===== src/core/plc_pkg.sv =====
// constants, register map and carrier types for the parallel line controller
package plc_pkg;

  localparam int PLC_LINES = 32;
  localparam int PLC_ADDR_W = 8;

  // register byte offsets
  localparam logic [7:0] PLC_OFF_OWNER_EN = 8'h00;
  localparam logic [7:0] PLC_OFF_OWNER_DIS = 8'h04;
  localparam logic [7:0] PLC_OFF_OWNER_STAT = 8'h08;
  localparam logic [7:0] PLC_OFF_OE_SET = 8'h10;
  localparam logic [7:0] PLC_OFF_OE_CLR = 8'h14;
  localparam logic [7:0] PLC_OFF_OE_STAT = 8'h18;
  localparam logic [7:0] PLC_OFF_OD_SET = 8'h30;
  localparam logic [7:0] PLC_OFF_OD_CLR = 8'h34;
  localparam logic [7:0] PLC_OFF_OD_STAT = 8'h38;
  localparam logic [7:0] PLC_OFF_PIN_STAT = 8'h3C;
  localparam logic [7:0] PLC_OFF_MD_SET = 8'h50;
  localparam logic [7:0] PLC_OFF_MD_CLR = 8'h54;
  localparam logic [7:0] PLC_OFF_MD_STAT = 8'h58;
  localparam logic [7:0] PLC_OFF_PU_ON = 8'h60;
  localparam logic [7:0] PLC_OFF_PU_OFF = 8'h64;
  localparam logic [7:0] PLC_OFF_PU_STAT = 8'h68;
  localparam logic [7:0] PLC_OFF_SEL_A = 8'h70;
  localparam logic [7:0] PLC_OFF_SEL_B = 8'h74;
  localparam logic [7:0] PLC_OFF_SEL_STAT = 8'h78;
  localparam logic [7:0] PLC_OFF_WM_SET = 8'h80;
  localparam logic [7:0] PLC_OFF_WM_CLR = 8'h84;
  localparam logic [7:0] PLC_OFF_WM_STAT = 8'h88;

  // reset values and product defaults
  localparam logic [31:0] PLC_RST_ZERO = 32'h0000_0000;
  localparam logic [31:0] PLC_RST_OWNER = 32'hFFFF_FFFF;
  localparam logic [31:0] PLC_DEF_LINES = 32'hFFFF_FFFF;
  localparam logic [31:0] PLC_DEF_GP_ONLY = 32'h0000_0000;

  // bus responses
  localparam logic [1:0] PLC_RESP_OKAY = 2'h0;
  localparam logic [1:0] PLC_RESP_SLVERR = 2'h2;

  // axi4-lite master to slave
  typedef struct packed {
    logic awvalid;
    logic [7:0] awaddr;
    logic wvalid;
    logic [31:0] wdata;
    logic [3:0] wstrb;
    logic bready;
    logic arvalid;
    logic [7:0] araddr;
    logic rready;
  } plc_axi_req_type;

  // axi4-lite slave to master
  typedef struct packed {
    logic awready;
    logic wready;
    logic bvalid;
    logic [1:0] bresp;
    logic arready;
    logic rvalid;
    logic [31:0] rdata;
    logic [1:0] rresp;
  } plc_axi_rsp_type;

  // drive request of one peripheral function, one bit per line
  typedef struct packed {
    logic [31:0] out;
    logic [31:0] oe;
  } plc_periph_type;

  // pad control towards the pins
  typedef struct packed {
    logic [31:0] out;
    logic [31:0] oe;
    logic [31:0] pullup_en;
  } plc_pad_type;

  // whole state of the controller
  typedef struct packed {
    logic aw_full;
    logic [7:0] aw_addr;
    logic w_full;
    logic [31:0] w_data;
    logic [3:0] w_strb;
    logic bvalid;
    logic [1:0] bresp;
    logic rvalid;
    logic [31:0] rdata;
    logic [1:0] rresp;
    logic [31:0] owner;
    logic [31:0] sel;
    logic [31:0] oe;
    logic [31:0] ods;
    logic [31:0] mask;
    logic [31:0] md;
    logic [31:0] pu_off;
    logic [31:0] pin_s1;
    logic [31:0] pin_s2;
    logic [31:0] pin_level;
    logic [31:0] pin_prev;
    logic [31:0] change;
    logic [31:0] pad_out;
    logic [31:0] pad_oe;
  } plc_state_type;

endpackage


===== src/core/plc_line_ctrl.sv =====
// per-line controller: axi4-lite register file, ownership, drive and pin sampling
`timescale 1ns/1ps
module plc_line_ctrl #(
  parameter logic [31:0] OWNER_RESET = plc_pkg::PLC_RST_OWNER,
  parameter logic [31:0] LINES_DEFINED = plc_pkg::PLC_DEF_LINES,
  parameter logic [31:0] GP_ONLY = plc_pkg::PLC_DEF_GP_ONLY
) (
  // clock and reset
  input wire logic aclk,
  input wire logic aresetn,
  // gate from the power clock manager
  input wire logic ctrl_clk_en,
  // register bus
  input wire plc_pkg::plc_axi_req_type s_axi_req,
  output plc_pkg::plc_axi_rsp_type s_axi_rsp,
  // peripheral functions
  input wire plc_pkg::plc_periph_type periph_a,
  input wire plc_pkg::plc_periph_type periph_b,
  output logic [31:0] periph_in,
  // pins
  input wire logic [31:0] pin_in,
  output plc_pkg::plc_pad_type pad,
  // per-line change pulses for an outside interrupt stage
  output logic [31:0] line_change
);
  import plc_pkg::*;

  // lines that may ever change hands; the rest stay with the controller
  localparam logic [31:0] MUXABLE = LINES_DEFINED & ~GP_ONLY;

  // reset image of the whole state
  localparam plc_state_type RESET_STATE = '{
    aw_full: 1'b0,
    aw_addr: 8'h00,
    w_full: 1'b0,
    w_data: PLC_RST_ZERO,
    w_strb: 4'h0,
    bvalid: 1'b0,
    bresp: PLC_RESP_OKAY,
    rvalid: 1'b0,
    rdata: PLC_RST_ZERO,
    rresp: PLC_RESP_OKAY,
    owner: OWNER_RESET | GP_ONLY,
    sel: PLC_RST_ZERO,
    oe: PLC_RST_ZERO,
    ods: PLC_RST_ZERO,
    mask: PLC_RST_ZERO,
    md: PLC_RST_ZERO,
    pu_off: PLC_RST_ZERO,
    pin_s1: PLC_RST_ZERO,
    pin_s2: PLC_RST_ZERO,
    pin_level: PLC_RST_ZERO,
    pin_prev: PLC_RST_ZERO,
    change: PLC_RST_ZERO,
    pad_out: PLC_RST_ZERO,
    pad_oe: PLC_RST_ZERO
  };

  // registered state and its next value
  plc_state_type state_reg;
  plc_state_type state_next;

  // write strobe widened to a bit mask
  function automatic logic [31:0] strb_bits(input logic [3:0] strb);
    logic [31:0] bits;
    bits = 32'h0000_0000;
    for (int i = 0; i < 4; i++) begin
      bits[i*8 +: 8] = {8{strb[i]}};
    end
    return bits;
  endfunction

  // true for every offset that answers a write
  function automatic logic wr_mapped(input logic [7:0] addr);
    case (addr)
      PLC_OFF_OWNER_EN, PLC_OFF_OWNER_DIS, PLC_OFF_OE_SET, PLC_OFF_OE_CLR,
      PLC_OFF_OD_SET, PLC_OFF_OD_CLR, PLC_OFF_OD_STAT, PLC_OFF_MD_SET,
      PLC_OFF_MD_CLR, PLC_OFF_PU_ON, PLC_OFF_PU_OFF, PLC_OFF_SEL_A,
      PLC_OFF_SEL_B, PLC_OFF_WM_SET, PLC_OFF_WM_CLR: begin
        return 1'b1;
      end
      default: begin
        return 1'b0;
      end
    endcase
  endfunction

  // true for every offset that answers a read
  function automatic logic rd_mapped(input logic [7:0] addr);
    case (addr)
      PLC_OFF_OWNER_EN, PLC_OFF_OWNER_DIS, PLC_OFF_OWNER_STAT, PLC_OFF_OE_SET,
      PLC_OFF_OE_CLR, PLC_OFF_OE_STAT, PLC_OFF_OD_SET, PLC_OFF_OD_CLR,
      PLC_OFF_OD_STAT, PLC_OFF_PIN_STAT, PLC_OFF_MD_SET, PLC_OFF_MD_CLR,
      PLC_OFF_MD_STAT, PLC_OFF_PU_ON, PLC_OFF_PU_OFF, PLC_OFF_PU_STAT,
      PLC_OFF_SEL_A, PLC_OFF_SEL_B, PLC_OFF_SEL_STAT, PLC_OFF_WM_SET,
      PLC_OFF_WM_CLR, PLC_OFF_WM_STAT: begin
        return 1'b1;
      end
      default: begin
        return 1'b0;
      end
    endcase
  endfunction

  // read data of one offset; write-only offsets and undefined lines read zero
  function automatic logic [31:0] rd_value(input logic [7:0] addr,
                                           input plc_state_type s);
    logic [31:0] v;
    v = 32'h0000_0000;
    case (addr)
      PLC_OFF_OWNER_STAT: begin
        v = s.owner | GP_ONLY;
      end
      PLC_OFF_OE_STAT: begin
        v = s.oe;
      end
      PLC_OFF_OD_STAT: begin
        v = s.ods;
      end
      PLC_OFF_PIN_STAT: begin
        v = s.pin_level;
      end
      PLC_OFF_MD_STAT: begin
        v = s.md;
      end
      PLC_OFF_PU_STAT: begin
        v = s.pu_off;
      end
      PLC_OFF_SEL_STAT: begin
        v = s.sel;
      end
      PLC_OFF_WM_STAT: begin
        v = s.mask;
      end
      default: begin
        v = 32'h0000_0000;
      end
    endcase
    return v & LINES_DEFINED;
  endfunction

  // next state: bus slave, register updates, sampling and drive
  always_comb begin
    logic [31:0] wbits;
    logic [31:0] wset;
    logic [31:0] wauth;
    logic wr_go;
    logic [31:0] p_out;
    logic [31:0] p_oe;
    logic [31:0] own_oe;
    logic [31:0] drv_out;
    logic [31:0] drv_oe;
    state_next = state_reg;
    wbits = 32'h0000_0000;
    wset = 32'h0000_0000;
    wauth = 32'h0000_0000;
    wr_go = 1'b0;
    p_out = 32'h0000_0000;
    p_oe = 32'h0000_0000;
    own_oe = 32'h0000_0000;
    drv_out = 32'h0000_0000;
    drv_oe = 32'h0000_0000;

    // response handshakes retire the answer
    if (state_reg.bvalid && s_axi_req.bready) begin
      state_next.bvalid = 1'b0;
    end
    if (state_reg.rvalid && s_axi_req.rready) begin
      state_next.rvalid = 1'b0;
    end

    // address and data are caught independently, in either order
    if (!state_reg.aw_full && s_axi_req.awvalid) begin
      state_next.aw_full = 1'b1;
      state_next.aw_addr = {s_axi_req.awaddr[7:2], 2'b00};
    end
    if (!state_reg.w_full && s_axi_req.wvalid) begin
      state_next.w_full = 1'b1;
      state_next.w_data = s_axi_req.wdata;
      state_next.w_strb = s_axi_req.wstrb;
    end

    // a write executes once both halves are held and no response is pending;
    // config writes never look at ctrl_clk_en so they land with the clock gated
    wr_go = state_reg.aw_full && state_reg.w_full && !state_reg.bvalid;
    if (wr_go) begin
      wbits = strb_bits(state_reg.w_strb);
      // zero bits and undefined lines change nothing
      wset = state_reg.w_data & wbits & LINES_DEFINED;
      state_next.aw_full = 1'b0;
      state_next.w_full = 1'b0;
      state_next.bvalid = 1'b1;
      state_next.bresp = wr_mapped(state_reg.aw_addr) ? PLC_RESP_OKAY : PLC_RESP_SLVERR;
      case (state_reg.aw_addr)
        PLC_OFF_OWNER_EN: begin
          state_next.owner = state_reg.owner | wset;
        end
        PLC_OFF_OWNER_DIS: begin
          // general-purpose lines cannot be given away
          state_next.owner = state_reg.owner & ~(wset & MUXABLE);
        end
        PLC_OFF_OE_SET: begin
          state_next.oe = state_reg.oe | wset;
        end
        PLC_OFF_OE_CLR: begin
          state_next.oe = state_reg.oe & ~wset;
        end
        PLC_OFF_OD_SET: begin
          state_next.ods = state_reg.ods | wset;
        end
        PLC_OFF_OD_CLR: begin
          state_next.ods = state_reg.ods & ~wset;
        end
        PLC_OFF_OD_STAT: begin
          // direct write: ones and zeros both land, but only where authorised
          wauth = state_reg.mask & wbits & LINES_DEFINED;
          state_next.ods = (state_reg.ods & ~wauth) | (state_reg.w_data & wauth);
        end
        PLC_OFF_MD_SET: begin
          state_next.md = state_reg.md | wset;
        end
        PLC_OFF_MD_CLR: begin
          state_next.md = state_reg.md & ~wset;
        end
        PLC_OFF_PU_ON: begin
          state_next.pu_off = state_reg.pu_off & ~wset;
        end
        PLC_OFF_PU_OFF: begin
          state_next.pu_off = state_reg.pu_off | wset;
        end
        PLC_OFF_SEL_A: begin
          // select moves whatever the owner bit says
          state_next.sel = state_reg.sel & ~wset;
        end
        PLC_OFF_SEL_B: begin
          state_next.sel = state_reg.sel | wset;
        end
        PLC_OFF_WM_SET: begin
          state_next.mask = state_reg.mask | wset;
        end
        PLC_OFF_WM_CLR: begin
          state_next.mask = state_reg.mask & ~wset;
        end
        default: begin
          // status offsets other than PLC_OFF_OD_STAT, and unmapped offsets, keep every bit
          state_next.owner = state_reg.owner;
        end
      endcase
    end

    // read: one outstanding, answered the cycle after it is taken
    if (!state_reg.rvalid && s_axi_req.arvalid) begin
      state_next.rvalid = 1'b1;
      if (rd_mapped({s_axi_req.araddr[7:2], 2'b00})) begin
        state_next.rdata = rd_value({s_axi_req.araddr[7:2], 2'b00}, state_reg);
        state_next.rresp = PLC_RESP_OKAY;
      end else begin
        state_next.rdata = 32'h0000_0000;
        state_next.rresp = PLC_RESP_SLVERR;
      end
    end

    // pin synchroniser; the first stage feeds only the second
    state_next.pin_s1 = pin_in;
    state_next.pin_s2 = state_reg.pin_s1;

    // sampling and change detect only run while the controller clock is on;
    // with it off the last sampled level is frozen for software to read
    state_next.change = 32'h0000_0000;
    if (ctrl_clk_en) begin
      state_next.pin_level = state_reg.pin_s2;
      state_next.pin_prev = state_reg.pin_s2;
      state_next.change = (state_reg.pin_s2 ^ state_reg.pin_prev) & LINES_DEFINED;
    end

    // selected peripheral request; select only steers the drive path
    p_out = (state_reg.sel & periph_b.out) | (~state_reg.sel & periph_a.out);
    p_oe = (state_reg.sel & periph_b.oe) | (~state_reg.sel & periph_a.oe);

    // controller-owned lines use oe/ods, the rest follow the peripheral
    drv_out = (state_reg.owner & state_reg.ods) | (~state_reg.owner & p_out);
    own_oe = (state_reg.owner & state_reg.oe) | (~state_reg.owner & p_oe);

    // open drain: drive low only, release for a one
    drv_oe = (state_reg.md & own_oe & ~drv_out) | (~state_reg.md & own_oe);
    state_next.pad_out = ~state_reg.md & drv_out & LINES_DEFINED;
    state_next.pad_oe = drv_oe & LINES_DEFINED;

    // keep general-purpose lines owned even if the reset parameter disagrees
    state_next.owner = state_next.owner | GP_ONLY;
  end

  // single state register; synchronous active-low reset
  always_ff @(posedge aclk) begin
    if (!aresetn) begin
      state_reg <= RESET_STATE;
    end else begin
      state_reg <= state_next;
    end
  end

  // bus answers; readies are plain flag inversions
  always_comb begin
    s_axi_rsp.awready = !state_reg.aw_full;
    s_axi_rsp.wready = !state_reg.w_full;
    s_axi_rsp.bvalid = state_reg.bvalid;
    s_axi_rsp.bresp = state_reg.bresp;
    s_axi_rsp.arready = !state_reg.rvalid;
    s_axi_rsp.rvalid = state_reg.rvalid;
    s_axi_rsp.rdata = state_reg.rdata;
    s_axi_rsp.rresp = state_reg.rresp;
  end

  // pad and peripheral side; peripheral inputs see the pin on every line,
  // ungated by the controller clock enable
  always_comb begin
    pad.out = state_reg.pad_out;
    pad.oe = state_reg.pad_oe;
    pad.pullup_en = ~state_reg.pu_off & LINES_DEFINED;
    periph_in = state_reg.pin_s2;
    line_change = state_reg.change;
  end

endmodule


===== config.mk =====
export PLATFORM = sky130hd
export DESIGN_NAME = plc_line_ctrl
export DESIGN_NICKNAME = d
export VERILOG_FILES = /design/src/core/plc_pkg.sv /design/src/core/plc_line_ctrl.sv
export SDC_FILE = /design/constraint.sdc
export NUM_CORES = 1
export LEC_CHECK = 0
export BUFFER_PORTS_ARGS = -buffer_cell sky130_fd_sc_hd__buf_2
export CORE_MARGIN = 5
export CORE_UTILIZATION = 61
export CTS_BUF_LIST = sky130_fd_sc_hd__clkbuf_16
export DETAILED_ROUTE_END_ITERATION = 12
export PLACE_DENSITY_LB_ADDON = 0.3
export SKIP_CTS_REPAIR_TIMING = 1
export SLEW_MARGIN = 0
export SYNTH_ARGS = -nofsm -noshare
export SYNTH_HDL_FRONTEND = slang
export SYNTH_SLANG_ARGS = --single-unit

===== constraint.sdc =====
create_clock -name aclk -period 2.5 [get_ports aclk]
set_input_delay 0 -clock aclk [delete_from_list [all_inputs] [get_ports aclk]]
set_output_delay 0 -clock aclk [all_outputs]
set_load 0.02 [all_outputs]

==> results.tsv <==
stage	metric	value	unit
run_status	status	finished, violations left	
run_status	violations	negative hold slack	
worst_setup_path	required	3.05	ns
detailed_routing	route.detailed.drc	0	
power_and_ir_drop	p_switching	4.11	mW
worst_hold_path	hp-class	in -> reg	
clock_network	clockBufferDepth	3	
yosys	yosysTopAreaCell	dfxtp_1	
detailed_routing	wirelength	78700	µm
yosys	syn_inst	2651	
yosys	synth_edf_count	0	
sta	fmax	0.434	GHz
worst_setup_path	startpoint_type	register	
yosys	synth_area_leaders	dfxtp_1 42%, mux2i_1 7.9%, buf_4 5.4%	
global_routing	grt_overflow	0	
run	drv_cap	0	
clock_network	cts-htree-levels	2	
clock_network	clk_root_buffer_cell	clkbuf_16	
yosys	syn-mean-instance-area	8.86	µm²
worst_setup_path	rrSetupSlack	0.20	ns
floorplanning	num_rows	71	
sta	period_needed	2.30	ns
floorplanning	start_util	62.0	%
sta	final-setup-viol-count	0	
clock_network	numCtsBuffers	51	
power_and_ir_drop	intPower	12.7	mW
sta	worst_pin_slew	1.24	ns
worst_setup_path	path_max_fanout	4	
power_and_ir_drop	seqPwrFrac	48.4	%
global_routing	antenna_found_initial	9	
sta	rsz0062_at_grt	no	
clock_network	clkLatencyLatePin	0.61	ns
yosys	synth.distinct_cells	60	
worst_hold_path	hold_depth	5	
worst_setup_path	critPathCaptureType	register	
yosys	synth_warnings	0	
power_and_ir_drop	swShare	24.4	%
sta	setup_tns	0	ns
cells_and_area	drive_above_1_share	19.8	%
detailed_routing	firstDrtPassIters	6	
detailed_routing	drt_iter0_drc	2507	
sta	hold_viol	19	
place	portBuffers	414	
yosys	synth_top_area_share	42.3	%
power_and_ir_drop	comb_power_share	8.5	%
global_routing	grt_pass1_vias	20300	
place	gp_congestion	0.868	
global_routing	grt_pass1_wl	110000	µm
clock_network	tritoncts	built	
floorplanning	die_h	206	µm
sta	period_share	92.1	%
global_routing	grt_max_degree	103	
detailed_routing	vias_per_cell	6.19	
detailed_routing	wl_per_cell	22.1	µm
clock_network	clock_sinks	496	
worst_setup_path	reg2reg_depth	6	
sta	slew_headroom	17.5	%
cells_and_area	nets	3228	
floorplanning	die_x	206	µm
yosys	seq_area_frac_synth	42.3	%
worst_setup_path	critPathKind	reg -> reg	
worst_setup_path	arrival	2.85	ns
yosys	ys.flop_type	dfxtp_1	
clock_network	clk_pin_slew_worst_paths	0.06	ns
sta	maxSlewViolCount	0	
power_and_ir_drop	clockPowerShare	43.1	%
power_and_ir_drop	power.leakage	10.9	nW
yosys	syn-cell-area	23500	µm²
power_and_ir_drop	p_per_area	595	nW/µm²
yosys	async_reset_ff_share	0	%
floorplanning	fp.dieArea	42500	µm²
floorplanning	core	37800	µm²
cells_and_area	area.growth.synth_to_final	20.5	%
yosys	synth_common_cells	496 x dfxtp_1, 242 x nand2_1, 213 x o21ai_0, 186 x mux2i_1, 168 x buf_4	
sta	whs	-0.0857	ns
yosys	synth.most_common_cell	dfxtp_1	
detailed_routing	drtAntennaViolNets	0	
global_routing	grt_use_total	32.6	%
place	dp_hpwl	49100	µm
power_and_ir_drop	ir_worst_vdd	0.000725	V
floorplanning	pin_count	421	
detailed_routing	vias	22100	
yosys	ys_ff_latch	496	
sta	finalClockSkew	0.0219	ns
[metal layers]
metal	GRT usage, %	up-vias	part of all wire [%]
met5	0	-	0.043
met4	14.2	4	4.6
met3	5.24	269	9.3
met2	53.7	1341	48
met1	42.5	10500	38
li1	-	9941	-
[cell usage in the layout (no fill, tap or decap), types with 4 or more instances in the layout]
cell type	netlist	routed
nand3_1	63	63
o211a_1	34	34
o32ai_1	36	36
nor3_1	69	69
o21ai_0	213	213
mux2_2	38	38
a21boi_2	4	4
a22o_1	32	32
nand2_2	0	5
a21boi_0	79	79
a21boi_1	53	53
buf_12	0	7
nor2_1	85	82
clkinv_1	0	12
o31ai_1	33	33
dfxtp_1	496	494
dlygate4sd3_1	0	197
a22oi_1	35	35
a21oi_1	93	93
o311ai_0	54	54
nand2_1	242	237
nand4_1	4	4
or3_1	73	73
and2_1	88	88
inv_1	101	116
clkbuf_16	0	52
clkinv_2	0	10
diode_2	0	7
o211ai_1	30	30
buf_4	168	44
xnor2_1	32	32
buf_2	36	412
nor3b_1	32	32
mux2i_1	186	186
o21ai_1	5	5
nor2b_1	42	40
[worst max-delay path, stage by stage, from the launching register on]
cell           delay [ns]
dfxtp_1              0.45
mux2i_1              0.23
dlygate4sd3_1        0.58
nor2_1               0.05
a21oi_1              0.22
o211a_1              0.17
dlygate4sd3_1        0.55
[area by class of cell]
type | count | area [µm²]
diodes | 7 | 17.5
clock buffers | 52 | 1300
clock inverters | 42 | 267
fillers | 2629 | 9550
inverters | 101 | 379
multi-input cells | 1697 | 11200
flip-flops and latches | 496 | 9930
well taps | 511 | 639
repair buffers | 661 | 4520
[final timing paths]
check | from | endpoint
min reg2reg | state_next[171]$_SDFF_PN0_ | periph_in[11]$_SDFF_PN0_
min | periph_b[57] | pad[89]$_SDFF_PN0_
max | register | pad[52]$_SDFF_PN0_
max reg2reg | register | pad[52]$_SDFF_PN0_
[through the flow]
step	power, mW	util [%]	std cells	cell area, µm²	setup WS, ns
6_report	16.8	74.8	3567	28300	0.198
5_1_grt	17.3	74.8	3567	28300	0.0980
4_1_cts	16.6	69.5	3363	26300	0.365
3_5_place_dp	9.48	65.4	3269	24700	0.370
3_3_place_gp	9.44	65.4	3269	24700	0.394
2_1_floorplan	9.01	-	2652	23500	0.820
[logic make-up (layout without fill, tap and decap cells)]
group,after synthesis,after routing,synth area share (%)
and+or+nand+nor,721,721,15.6
AOI/OAI and AO/OA,718,718,20.9
DFF,496,496,42.3
buffers and inverters,459,856,10.2
muxes,224,224,9.75
xor gates and xnor gates,32,32,1.19
other,1,9,0.0160
[power by group through the flow]
stage | combinational, mW | clock, mW | sequential, mW
floorplan | 0.745 | 0 | 8.27
global placement | 1.13 | 0 | 8.31
detailed placement | 1.16 | 0 | 8.32
CTS | 1.16 | 7.29 | 8.15
global route | 1.51 | 7.63 | 8.16
finish | 1.43 | 7.25 | 8.15
Power figures use the tool's default switching activity.
